`config.mk`:
```
export PLATFORM = sky130hd
export DESIGN_NAME = utx_tx_cell_port
export DESIGN_NICKNAME = d
export VERILOG_FILES = /design/src/hw/utx_pkg.sv /design/src/hw/utx_fifo.sv /design/src/hw/utx_sync.sv /design/src/hw/utx_tx_cell_port.sv
export VERILOG_INCLUDE_DIRS = /design/src /design/src/hw
export SDC_FILE = /design/constraint.sdc
export NUM_CORES = 2
export LEC_CHECK = 0
export BUFFER_PORTS_ARGS = -buffer_cell sky130_fd_sc_hd__buf_4
export CORE_ASPECT_RATIO = 1.4
export CORE_MARGIN = 4
export CORE_UTILIZATION = 60
export CTS_BUF_LIST = sky130_fd_sc_hd__clkbuf_16
export CTS_CLUSTER_SIZE = 28
export DETAILED_ROUTE_END_ITERATION = 10
export PLACE_DENSITY = 0.76
export SYNTH_ARGS = -nofsm -noshare
export SYNTH_HDL_FRONTEND = slang
export SYNTH_SLANG_ARGS = --single-unit
```
`constraint.sdc`:
```
create_clock -name clock -period 9.6 [get_ports clock]
set_clock_uncertainty 0.1 [all_clocks]
set_input_delay 1.92 -clock clock [delete_from_list [all_inputs] [get_ports clock]]
set_output_delay 1.92 -clock clock [all_outputs]
set_load 0.01 [all_outputs]
```
`src/hw/utx_regs.svh`:
```
/*
  Register offsets, field positions, reset values and timing counts of the transmit cell port.
  Assumes a 32-bit APB register bus with byte addresses and one aligned word per register.
*/
`ifndef UTX_REGS_SVH
`define UTX_REGS_SVH

`define UTX_ADDR_CTRL        12'h000
`define UTX_ADDR_STATUS      12'h004
`define UTX_ADDR_MASK        12'h008
`define UTX_ADDR_LEVEL       12'h00c

`define UTX_CTRL_PAR_EVEN    0
`define UTX_CTRL_LVL_ZERO    1
`define UTX_CTRL_THR_LO      2
`define UTX_CTRL_THR_HI      3
`define UTX_CTRL_POL         4
`define UTX_CTRL_GFC_EN      5
`define UTX_CTRL_RESET       6'h00

`define UTX_ST_PARITY        0
`define UTX_ST_SOC           1
`define UTX_ST_OVERFLOW      2
`define UTX_ST_RESET         3'h0
`define UTX_MASK_RESET       3'h0
`define UTX_LEVEL_IDLE_BIT   16

`define UTX_CELL_BYTES       53
`define UTX_CELL_LAST        6'h34
`define UTX_GFC_MARK_IDX     6'h30
`define UTX_GFC_FIRST_IDX    6'h31
`define UTX_FIFO_CELLS       4
`define UTX_BYTE_DIV         8

`define UTX_IDLE_HDR3        8'h01
`define UTX_IDLE_HEC         8'h52
`define UTX_IDLE_FILL        8'h6a

`endif

```
`src/hw/utx_pkg.sv`:
```
/*
  Types shared by the transmit cell port.
  Assumes utx_regs.svh carries the numeric constants.
*/
package utx_pkg;

  typedef struct packed {
    logic [7:0] data;
    logic       parity;
    logic       soc;
  } utx_wr_s;

  typedef enum logic [0:0] {
    UTX_SRC_IDLE = 1'b0,
    UTX_SRC_FIFO = 1'b1
  } utx_src_e;

endpackage : utx_pkg

```
`src/hw/utx_fifo.sv`:
```
/*
  Flip-flop FIFO with valid and ready on both sides and a fill level.
  Assumes one clock and a synchronous active-high reset.
*/
`timescale 1ns/1ps
module utx_fifo #(
  parameter int WIDTH = 8,
  parameter int DEPTH = 212,
  parameter int LW    = $clog2(DEPTH + 1),
  parameter int PW    = $clog2(DEPTH)
) (
  input  wire logic             clock,
  input  wire logic             rst,
  input  wire logic             wr_valid,
  output logic                  wr_ready,
  input  wire logic [WIDTH-1:0] wr_data,
  output logic                  rd_valid,
  input  wire logic             rd_ready,
  output logic      [WIDTH-1:0] rd_data,
  output logic      [LW-1:0]    level
);

  localparam logic [PW-1:0] PTR_LAST = PW'(DEPTH - 1);
  localparam logic [LW-1:0] LVL_FULL = LW'(DEPTH);

  logic [WIDTH-1:0] mem [DEPTH];
  logic [PW-1:0]    wr_ptr;
  logic [PW-1:0]    rd_ptr;
  logic             do_wr;
  logic             do_rd;

  assign wr_ready = (level != LVL_FULL);
  assign rd_valid = (level != '0);
  assign rd_data  = mem[rd_ptr];
  assign do_wr    = wr_valid && wr_ready;
  assign do_rd    = rd_valid && rd_ready;

  always_ff @(posedge clock)
  begin
    if (do_wr)
    begin
      mem[wr_ptr] <= wr_data;
    end
  end

  always_ff @(posedge clock)
  begin
    if (rst)
    begin
      wr_ptr <= '0;
      rd_ptr <= '0;
      level  <= '0;
    end
    else
    begin
      if (do_wr)
      begin
        wr_ptr <= (wr_ptr == PTR_LAST) ? '0 : wr_ptr + 1'b1;
      end
      if (do_rd)
      begin
        rd_ptr <= (rd_ptr == PTR_LAST) ? '0 : rd_ptr + 1'b1;
      end
      if (do_wr && !do_rd)
      begin
        level <= level + 1'b1;
      end
      else if (do_rd && !do_wr)
      begin
        level <= level - 1'b1;
      end
    end
  end

endmodule : utx_fifo

```
`src/hw/utx_sync.sv`:
```
/*
  Two-flip-flop synchroniser for one level.
  Assumes the input may change at any time relative to clock.
*/
`timescale 1ns/1ps
module utx_sync (
  input  wire logic clock,
  input  wire logic rst,
  input  wire logic async_in,
  output logic      sync_out
);

  logic meta;

  // Only the second stage reads the first, so a metastable value never fans out.
  always_ff @(posedge clock)
  begin
    if (rst)
    begin
      meta     <= 1'b0;
      sync_out <= 1'b0;
    end
    else
    begin
      meta     <= async_in;
      sync_out <= meta;
    end
  end

endmodule : utx_sync

```
`src/hw/utx_tx_cell_port.sv`:
```
/*
  Transmit cell entry port: byte writes with parity and start of cell into a cell FIFO, cell-available status,
  forced idle cells, serial flow-control overwrite, byte clock divider and an APB register slave with interrupt.
  Assumes all writer inputs are synchronous to clock and force_idle_cells is fully asynchronous.
*/
// The APB register port and the address map were left to the implementer.
`timescale 1ns/1ps
`include "utx_regs.svh"

module utx_tx_cell_port
  import utx_pkg::*;
#(
  parameter int FIFO_CELLS = `UTX_FIFO_CELLS,
  parameter int BYTE_DIV   = `UTX_BYTE_DIV
) (
  input  wire logic        clock,
  input  wire logic        rst,
  input  wire logic        psel,
  input  wire logic        penable,
  input  wire logic        pwrite,
  input  wire logic [11:0] paddr,
  input  wire logic [31:0] pwdata,
  output logic      [31:0] prdata,
  output logic             pready,
  output logic             pslverr,
  output logic             irq,
  input  wire logic [7:0]  tx_cell_data,
  input  wire logic        tx_cell_parity,
  input  wire logic        tx_start_of_cell,
  input  wire logic        tx_write_enable_n,
  output logic             tx_cell_avail,
  input  wire logic        force_idle_cells,
  input  wire logic        serial_flow_ctrl_in,
  output logic             flow_ctrl_marker,
  output logic             tx_byte_clock,
  output logic      [7:0]  tx_line_data,
  output logic             tx_line_idle
);

  localparam int DEPTH = FIFO_CELLS * `UTX_CELL_BYTES;
  localparam int LW    = $clog2(DEPTH + 1);
  localparam int DW    = $clog2(BYTE_DIV);
  localparam logic [LW-1:0] DEPTH_L  = LW'(DEPTH);
  localparam logic [LW-1:0] CELL_L   = LW'(`UTX_CELL_BYTES);
  localparam logic [DW-1:0] DIV_LAST = DW'(BYTE_DIV - 1);
  localparam logic [DW-1:0] DIV_HALF = DW'(BYTE_DIV / 2);

  function automatic logic parity_bad(input logic [7:0] d, input logic p, input logic even);
    parity_bad = ((^{d, p}) == even);
  endfunction : parity_bad

  function automatic logic [5:0] cell_step(input logic [5:0] idx);
    cell_step = (idx == `UTX_CELL_LAST) ? 6'h00 : idx + 6'h01;
  endfunction : cell_step

  utx_wr_s         wr;
  logic [5:0]      ctrl;
  logic [2:0]      status;
  logic [2:0]      mask;
  logic            started;
  logic [5:0]      wr_idx;
  logic            accept;
  logic            take;
  logic            fifo_wr_ready;
  logic            fifo_rd_valid;
  logic            fifo_rd_ready;
  logic [7:0]      fifo_rd_data;
  logic [LW-1:0]   level;
  logic [LW-1:0]   free_cells;
  logic            avail_raw;
  logic            idle_sync;
  logic [DW-1:0]   div_cnt;
  logic [DW-1:0]   next_div;
  logic            tick;
  utx_src_e        rd_src;
  logic [5:0]      rd_idx;
  logic [3:0]      gfc_bits;
  logic [7:0]      next_line;
  logic [2:0]      evt;
  logic            apb_acc;
  logic            apb_wr;
  logic [31:0]     rd_mux;
  logic            addr_ok;

  assign wr = '{data: tx_cell_data, parity: tx_cell_parity, soc: tx_start_of_cell};

  // Writes before the first start of cell are dropped so the FIFO starts cell-aligned.
  assign accept = !tx_write_enable_n;
  assign take   = accept && (started || wr.soc);

  assign evt[`UTX_ST_PARITY]   = accept && parity_bad(wr.data, wr.parity, ctrl[`UTX_CTRL_PAR_EVEN]);
  assign evt[`UTX_ST_SOC]      = accept && wr.soc && started && (wr_idx != 6'h00);
  assign evt[`UTX_ST_OVERFLOW] = take && !fifo_wr_ready;

  always_ff @(posedge clock)
  begin
    if (rst)
    begin
      started <= 1'b0;
      wr_idx  <= 6'h00;
    end
    else if (take)
    begin
      started <= 1'b1;
      // A start of cell realigns the count; otherwise every 53 taken bytes close a cell.
      wr_idx  <= wr.soc ? 6'h01 : cell_step(wr_idx);
    end
  end

  utx_fifo #(
    .WIDTH (8),
    .DEPTH (DEPTH),
    .LW    (LW)
  ) u_fifo (
    .clock    (clock),
    .rst      (rst),
    .wr_valid (take),
    .wr_ready (fifo_wr_ready),
    .wr_data  (wr.data),
    .rd_valid (fifo_rd_valid),
    .rd_ready (fifo_rd_ready),
    .rd_data  (fifo_rd_data),
    .level    (level)
  );

  assign free_cells = (DEPTH_L - level) / CELL_L;
  assign avail_raw  = (ctrl[`UTX_CTRL_THR_HI:`UTX_CTRL_THR_LO] == 2'b00 && !ctrl[`UTX_CTRL_LVL_ZERO])
                    ? !fifo_wr_ready
                    : (free_cells >= LW'(ctrl[`UTX_CTRL_THR_HI:`UTX_CTRL_THR_LO]));

  always_ff @(posedge clock)
  begin
    if (rst)
    begin
      tx_cell_avail <= 1'b0;
    end
    else
    begin
      tx_cell_avail <= avail_raw ^ ctrl[`UTX_CTRL_POL];
    end
  end

  // The reset value of the synchroniser stands in for the pull-down of an undriven pin.
  utx_sync u_idle_sync (
    .clock    (clock),
    .rst      (rst),
    .async_in (force_idle_cells),
    .sync_out (idle_sync)
  );

  assign next_div = (div_cnt == DIV_LAST) ? '0 : div_cnt + 1'b1;
  assign tick     = (div_cnt == DIV_LAST);

  always_ff @(posedge clock)
  begin
    if (rst)
    begin
      div_cnt       <= '0;
      tx_byte_clock <= 1'b0;
    end
    else
    begin
      div_cnt       <= next_div;
      tx_byte_clock <= (next_div < DIV_HALF);
    end
  end

  assign fifo_rd_ready = tick && (rd_src == UTX_SRC_FIFO);

  always_comb
  begin
    next_line = `UTX_IDLE_FILL;
    if (rd_src == UTX_SRC_FIFO)
    begin
      next_line = fifo_rd_data;
      if (rd_idx == 6'h00 && ctrl[`UTX_CTRL_GFC_EN])
      begin
        next_line = {gfc_bits, fifo_rd_data[3:0]};
      end
    end
    else if (rd_idx == 6'h03)
    begin
      next_line = `UTX_IDLE_HDR3;
    end
    else if (rd_idx == 6'h04)
    begin
      next_line = `UTX_IDLE_HEC;
    end
    else if (rd_idx < 6'h03)
    begin
      next_line = 8'h00;
    end
  end

  // The next cell source is chosen only at a cell boundary, so a cell already started is never cut short.
  always_ff @(posedge clock)
  begin
    if (rst)
    begin
      rd_src       <= UTX_SRC_IDLE;
      rd_idx       <= 6'h00;
      tx_line_data <= 8'h00;
      tx_line_idle <= 1'b1;
    end
    else if (tick)
    begin
      tx_line_data <= next_line;
      tx_line_idle <= (rd_src == UTX_SRC_IDLE);
      rd_idx       <= cell_step(rd_idx);
      if (rd_idx == `UTX_CELL_LAST)
      begin
        case (rd_src)
          UTX_SRC_IDLE,
          UTX_SRC_FIFO:
          begin
            rd_src <= (!idle_sync && level >= CELL_L + LW'(rd_src == UTX_SRC_FIFO))
                    ? UTX_SRC_FIFO : UTX_SRC_IDLE;
          end
          default:
          begin
            rd_src <= UTX_SRC_IDLE;
          end
        endcase
      end
    end
  end

  always_ff @(posedge clock)
  begin
    if (rst)
    begin
      flow_ctrl_marker <= 1'b0;
      gfc_bits         <= 4'h0;
    end
    else if (tick)
    begin
      // The marker spans the byte period before the first bit, which is taken at the next byte clock rise.
      flow_ctrl_marker <= (rd_idx == `UTX_GFC_MARK_IDX);
      if (rd_idx >= `UTX_GFC_FIRST_IDX)
      begin
        gfc_bits <= {gfc_bits[2:0], serial_flow_ctrl_in};
      end
    end
  end

  assign apb_acc = psel && penable && pready;
  assign apb_wr  = apb_acc && pwrite;
  assign addr_ok = (paddr == `UTX_ADDR_CTRL) || (paddr == `UTX_ADDR_STATUS) ||
                   (paddr == `UTX_ADDR_MASK) || (paddr == `UTX_ADDR_LEVEL);

  always_comb
  begin
    rd_mux = 32'h0000_0000;
    case (paddr)
      `UTX_ADDR_CTRL:   rd_mux = {26'h000_0000, ctrl};
      `UTX_ADDR_STATUS: rd_mux = {29'h000_0000, status};
      `UTX_ADDR_MASK:   rd_mux = {29'h000_0000, mask};
      `UTX_ADDR_LEVEL:  rd_mux = {15'h0000, idle_sync, 16'(level)};
      default:          rd_mux = 32'h0000_0000;
    endcase
  end

  always_ff @(posedge clock)
  begin
    if (rst)
    begin
      pready  <= 1'b0;
      pslverr <= 1'b0;
      prdata  <= 32'h0000_0000;
    end
    else
    begin
      pready  <= psel && penable && !pready;
      pslverr <= psel && penable && !pready && !addr_ok;
      prdata  <= (psel && penable && !pready && !pwrite) ? rd_mux : 32'h0000_0000;
    end
  end

  always_ff @(posedge clock)
  begin
    if (rst)
    begin
      ctrl <= `UTX_CTRL_RESET;
      mask <= `UTX_MASK_RESET;
    end
    else if (apb_wr)
    begin
      if (paddr == `UTX_ADDR_CTRL)
      begin
        ctrl <= pwdata[5:0];
      end
      if (paddr == `UTX_ADDR_MASK)
      begin
        mask <= pwdata[2:0];
      end
    end
  end

  // A new event in the clearing cycle survives, since the set term is applied after the clear.
  always_ff @(posedge clock)
  begin
    if (rst)
    begin
      status <= `UTX_ST_RESET;
      irq    <= 1'b0;
    end
    else
    begin
      status <= (status & ~((apb_wr && paddr == `UTX_ADDR_STATUS) ? pwdata[2:0] : 3'h0)) | evt;
      irq    <= |(status & mask);
    end
  end

  a_write_enable: assert property (@(posedge clock) disable iff (rst)
    tx_write_enable_n |=> level <= $past(level)) else $error("byte taken with write enable high");
  a_first_soc: assert property (@(posedge clock) disable iff (rst)
    (!started && !tx_start_of_cell) |=> level <= $past(level)) else $error("byte taken before first start of cell");
  a_soc_error: assert property (@(posedge clock) disable iff (rst)
    (accept && tx_start_of_cell && started && wr_idx != 6'h00) |=> status[`UTX_ST_SOC])
    else $error("early start of cell not flagged");
  a_parity_flag: assert property (@(posedge clock) disable iff (rst)
    (accept && ((^{tx_cell_data, tx_cell_parity}) == ctrl[`UTX_CTRL_PAR_EVEN])) |=> status[`UTX_ST_PARITY])
    else $error("parity error not flagged");
  a_cell_count: assert property (@(posedge clock) disable iff (rst)
    (take && !tx_start_of_cell && wr_idx == `UTX_CELL_LAST) |=> wr_idx == 6'h00)
    else $error("cell count did not wrap after 53 bytes");
  a_full_mode: assert property (@(posedge clock) disable iff (rst)
    (ctrl == 6'h00 && $stable(ctrl)) |=> tx_cell_avail == !$past(fifo_wr_ready))
    else $error("cell available is not the full flag");
  a_idle_force: assert property (@(posedge clock) disable iff (rst)
    (tick && idle_sync && rd_idx == `UTX_CELL_LAST) |=> rd_src == UTX_SRC_IDLE)
    else $error("cell taken from FIFO while idle forced");
  a_marker_place: assert property (@(posedge clock) disable iff (rst)
    $rose(flow_ctrl_marker) |-> rd_idx == `UTX_GFC_FIRST_IDX && $past(tick))
    else $error("flow-control marker out of place");
  a_gfc_replace: assert property (@(posedge clock) disable iff (rst)
    (tick && rd_src == UTX_SRC_FIFO && rd_idx == 6'h00 && ctrl[`UTX_CTRL_GFC_EN])
    |=> tx_line_data[7:4] == $past(gfc_bits)) else $error("flow-control bits not replaced");
  a_byte_tick: assert property (@(posedge clock) disable iff (rst)
    tick |=> !tick && tx_byte_clock) else $error("byte clock edge misplaced");
  a_irq_level: assert property (@(posedge clock) disable iff (rst)
    (|(status & mask)) |=> irq) else $error("unmasked status without interrupt");

endmodule : utx_tx_cell_port

```
==> results.txt <==
- Via count of the first global-routing pass: about 35000
- Post-Route Setup TNS: 0 ns
- Starting utilization of the core area: between 60% and 70%
- After global routing the overflow that remains totals 0.
* Fraction of final layout cells with drive strength greater than 1: between 20% and 30%
- Buffers inserted during clock tree synthesis total 154.
- Slowest CP cell: o41ai_1
* Maximum root-to-sink buffer count: 3
* Number of enable flip-flop cells after synthesis: around 1700
* Overall routing resource usage: between 20% and 30%
* Post-synthesis sequential area ratio: approximately three quarters
- Delay contributed by the slowest stage of the critical path: roughly 0.59 ns
- The worst setup path is captured at a flip-flop.
- The count of nets left with antenna violations once routing finished came out at 0.
- In this design, the critical path's most frequently occurring cell is ha_1.
- Worst-Margin Slew: 1.20 ns
* Peak ir drop on the vdd network: about 0.00015 V
* Count of final setup violators: 0
- The synthesized netlist occupies a cell area of 70300 um2.
- Net total in the final layout: around 3500
* P&R area growth vs syn: 9.38%
* Clock-pin transition on the worst setup and hold timing paths: 0.06 ns
- Kind of critical path: reg2reg
* Cell Chain, Critical Path: inv_1 -> ha_1 -> xor2_1 -> ha_1 -> o22ai_1 -> a211o_1 -> xnor2_1 -> ha_1 -> nor2_1 -> mux2i_1 -> a221oi_1 -> o41ai_1 -> a311oi_1 -> a41o_1 -> ha_1 -> nand2b_1 -> a21oi_1 -> a21oi_1 -> a21oi_1 -> xor2_1 -> nor2_1
- Startpoint type of the worst setup path: flip-flop
- Leak pwr: around 23 nW
- In the routed design, unresolved DRC markers number 0.
* Post-CTS setup buffers: 0
* I/O pin total: between 100 and 150
- The clock period could shrink to 5.57 ns.
- Count of hold-fix buffers inserted at cts: 0
* Number of synthesized register bits: about 1800
- Detailed Route Iter0 Violations: roughly 4400
- Chip width: slightly below 300 um
- Area of the core region: 116000 um2
- Arr. time, crit path: roughly 6.1 ns
* Required time of the critical path: slightly above 10 ns
- The most used flip-flop cell after synthesis is edfxtp_1.
* Post-route total power: between 10 and 15 mW
- Of all nets on the critical path, the largest fanout is 9.
* Hold_sp: div_cnt[0]$_SDFF_PP0_
* Number of pins with negative max-slew slack in the final report: 0
- Together, buffers and inverters on the worst path number 1.
- Top delay family on crit path: compound AO/OA/AOI/OAI gates
- The first TritonRoute pass finished after 6 iterations.
- The congestion estimate from routability-driven global placement came to 0.851.
- Mapped Cells: 3322
- In this run the number of H-tree levels came out at 4.
* Mean instance size in the synthesized netlist: about 21 um2
* Resize count post-CTS: 0
- Setup repair after global routing left no endpoint under its margin.
- Number of max-capacitance violations reported: 0
- The number of antenna violations at the first check in global routing was 0.
* Placement row count: 148
- Pin count of the biggest net entering global routing: between 100 and 150
- Port Buffers: about 60
- First element of the critical path: u_fifo.level[0]$_SDFFE_PP0P_
* Result of the run: finished, final reports clean
- Count of vias placed by the detailed router: 34200
- Filler instances: 6998
- Detailed placement finished with a half-perimeter wire length of between 90000 and 100000 um.
- Using the TritonRoute via totals, the vias-per-cell ratio works out to roughly 6.8.
* Worst-case headroom to the max-slew limit: 20.2%
- Async SR Flop Fraction: 0%
* Achievable Freq: between 150 and 200 MHz
* Drt total wl: ~170000 um
* Final worst path period share: roughly 58%
- Clock root buffer: clkbuf_16
- The hold violation total from the final report is 0.
* HP Class: reg2reg
* CTS sink cnt: approximately 1800
* Warnings, synthesis: 0
- Clock insertion delay at the later pin of the skew report: approximately 0.78 ns
- Die Outline Area: 123000 um2
- Dividing the detail-routed wire length by the instance count gives roughly 33 um.
- Power density over cell area: 195 nW/um2
- CTS tree: done
* Netlist cell types: 64
* Wire length of the first global-routing pass: roughly 250000 um
- Vertical die dimension: between 400 and 500 um
- In this run the critical register-to-register path is launched from u_fifo.level[0]$_SDFFE_PP0P_.
area by class of cell:
cell class | count | area (um2) | area share (%)
sequential | 1787 | 52800 | 68.6
multi-input combinational | 1321 | 16500 | 21.4
clock buffer | 163 | 4080 | 5.30
tap | 1500 | 1880 | 2.44
timing repair buffer | 103 | 878 | 1.14
clock inverter | 117 | 766 | 0.995
inverter | 29 | 110 | 0.143
antenna | 1 | 2.50 | 0.00325
stage by stage:
step                std cells  setup WS [ns]  cell area [um2]  hold WS [ns]  utilization [%]
finish                   5021           4.03            76900         0.345             66.2
global route             5020           3.74            76900         0.362             66.2
CTS                      5020           4.11            76900         0.342             66.2
detailed placement       4740           4.17            72100         0.333             62.0
global placement         4740           4.21            72100         0.315             62.0
floorplan                3344           4.75            70400         0.304                -
logic make-up (layout without fill, tap and decap cells):
group / count (synthesis) / count (layout) / synth area share, %
AO/OA/AOI/OAI: 143 / 143 / 1.34
adder cells (fa/ha/maj): 31 / 31 / 0.562
flip-flops: 1787 / 1787 / 75.0
XOR/XNOR: 46 / 46 / 0.573
multiplexers: 577 / 577 / 17.7
AND/OR/NAND/NOR: 501 / 501 / 3.06
other: 1 / 24 / 0.00533
buffers and inverters: 236 / 412 / 1.76
sequential cells by signal, indices dropped and copies added (netlist names), 3 cells and up, named ones only:
name           cells
u_fifo.wr_ptr      8
u_fifo.rd_ptr      8
mask               3
div_cnt            3
prdata             9
rd_idx             6
u_fifo.mem      1696
wr_idx             6
gfc_bits           4
ctrl               6
tx_line_data       8
u_fifo.level       8
status             3
layout by cell type, fill, tap and decap left out, types with 9 or more instances in the layout:
cell / count
and3_1: 9
nand4_1: 13
a21oi_1: 44
clkbuf_16: 163
a22oi_1: 28
inv_1: 63
edfxtp_1: 1696
nand2_2: 9
nor2b_1: 16
nor2_1: 312
conb_1: 23
nand2_1: 66
ha_1: 30
clkinv_2: 24
xor2_1: 20
nand3_1: 17
mux2i_1: 40
buf_4: 89
nor3_1: 13
o21ai_0: 15
mux4_2: 534
xnor2_1: 26
and2_1: 11
dfxtp_1: 85
clkinv_1: 34
path summary, 6_finish.rpt:
kind | endpoint | slack, ns | cells past startpoint
min | div_cnt[0]$_SDFF_PP0_ | 0.34 | 1
max | tx_cell_avail$_SDFF_PP0_ | 4.03 | 21
max reg2reg | tx_cell_avail$_SDFF_PP0_ | 4.03 | 21
min reg2reg | div_cnt[0]$_SDFF_PP0_ | 0.34 | 1
power breakdown:
part / internal (mW) / leakage (nW) / switching [mW]
Sequential: 8.53 / 16.0 / 0.0175
Combinational: 0.124 / 4.79 / 0.287
Clock: 3.28 / 2.50 / 2.73
synthesized netlist by cell type, drive strengths merged, types with 4 or more instances:
master,number,area [um2]
a211oi,5,37.5
a21oi,44,220
a22oi,28,210
a31oi,6,37.5
and2,11,68.8
and3,9,56.3
buf,111,767
clkbuf,96,360
dfxtp,91,1820
edfxtp,1696,50900
ha,30,375
inv,29,109
mux2i,40,400
mux4,534,12000
nand2,75,282
nand2b,4,25.0
nand3,17,85.1
nand4,13,81.3
nor2,312,1170
nor2b,16,100
nor3,13,65.1
nor3b,4,30.0
nor4,8,50.1
o211ai,4,30.0
o21ai,19,98.8
o21bai,4,30.0
o22ai,4,25.0
or2,4,25.0
or3,8,50.1
xnor2,26,228
xor2,20,175
per-layer routing:
| layer | global-route usage (%) | vias up | share of wire, % |
|---|---|---|---|
| li1 | - | 13800 | - |
| met1 | 34.7 | 17900 | 34 |
| met2 | 46.8 | 2105 | 52 |
| met3 | 5.30 | 411 | 8.6 |
| met4 | 13.4 | 0 | 5.6 |
| met5 | 0 | - | 0 |
(Power assumes the default switching activity.)
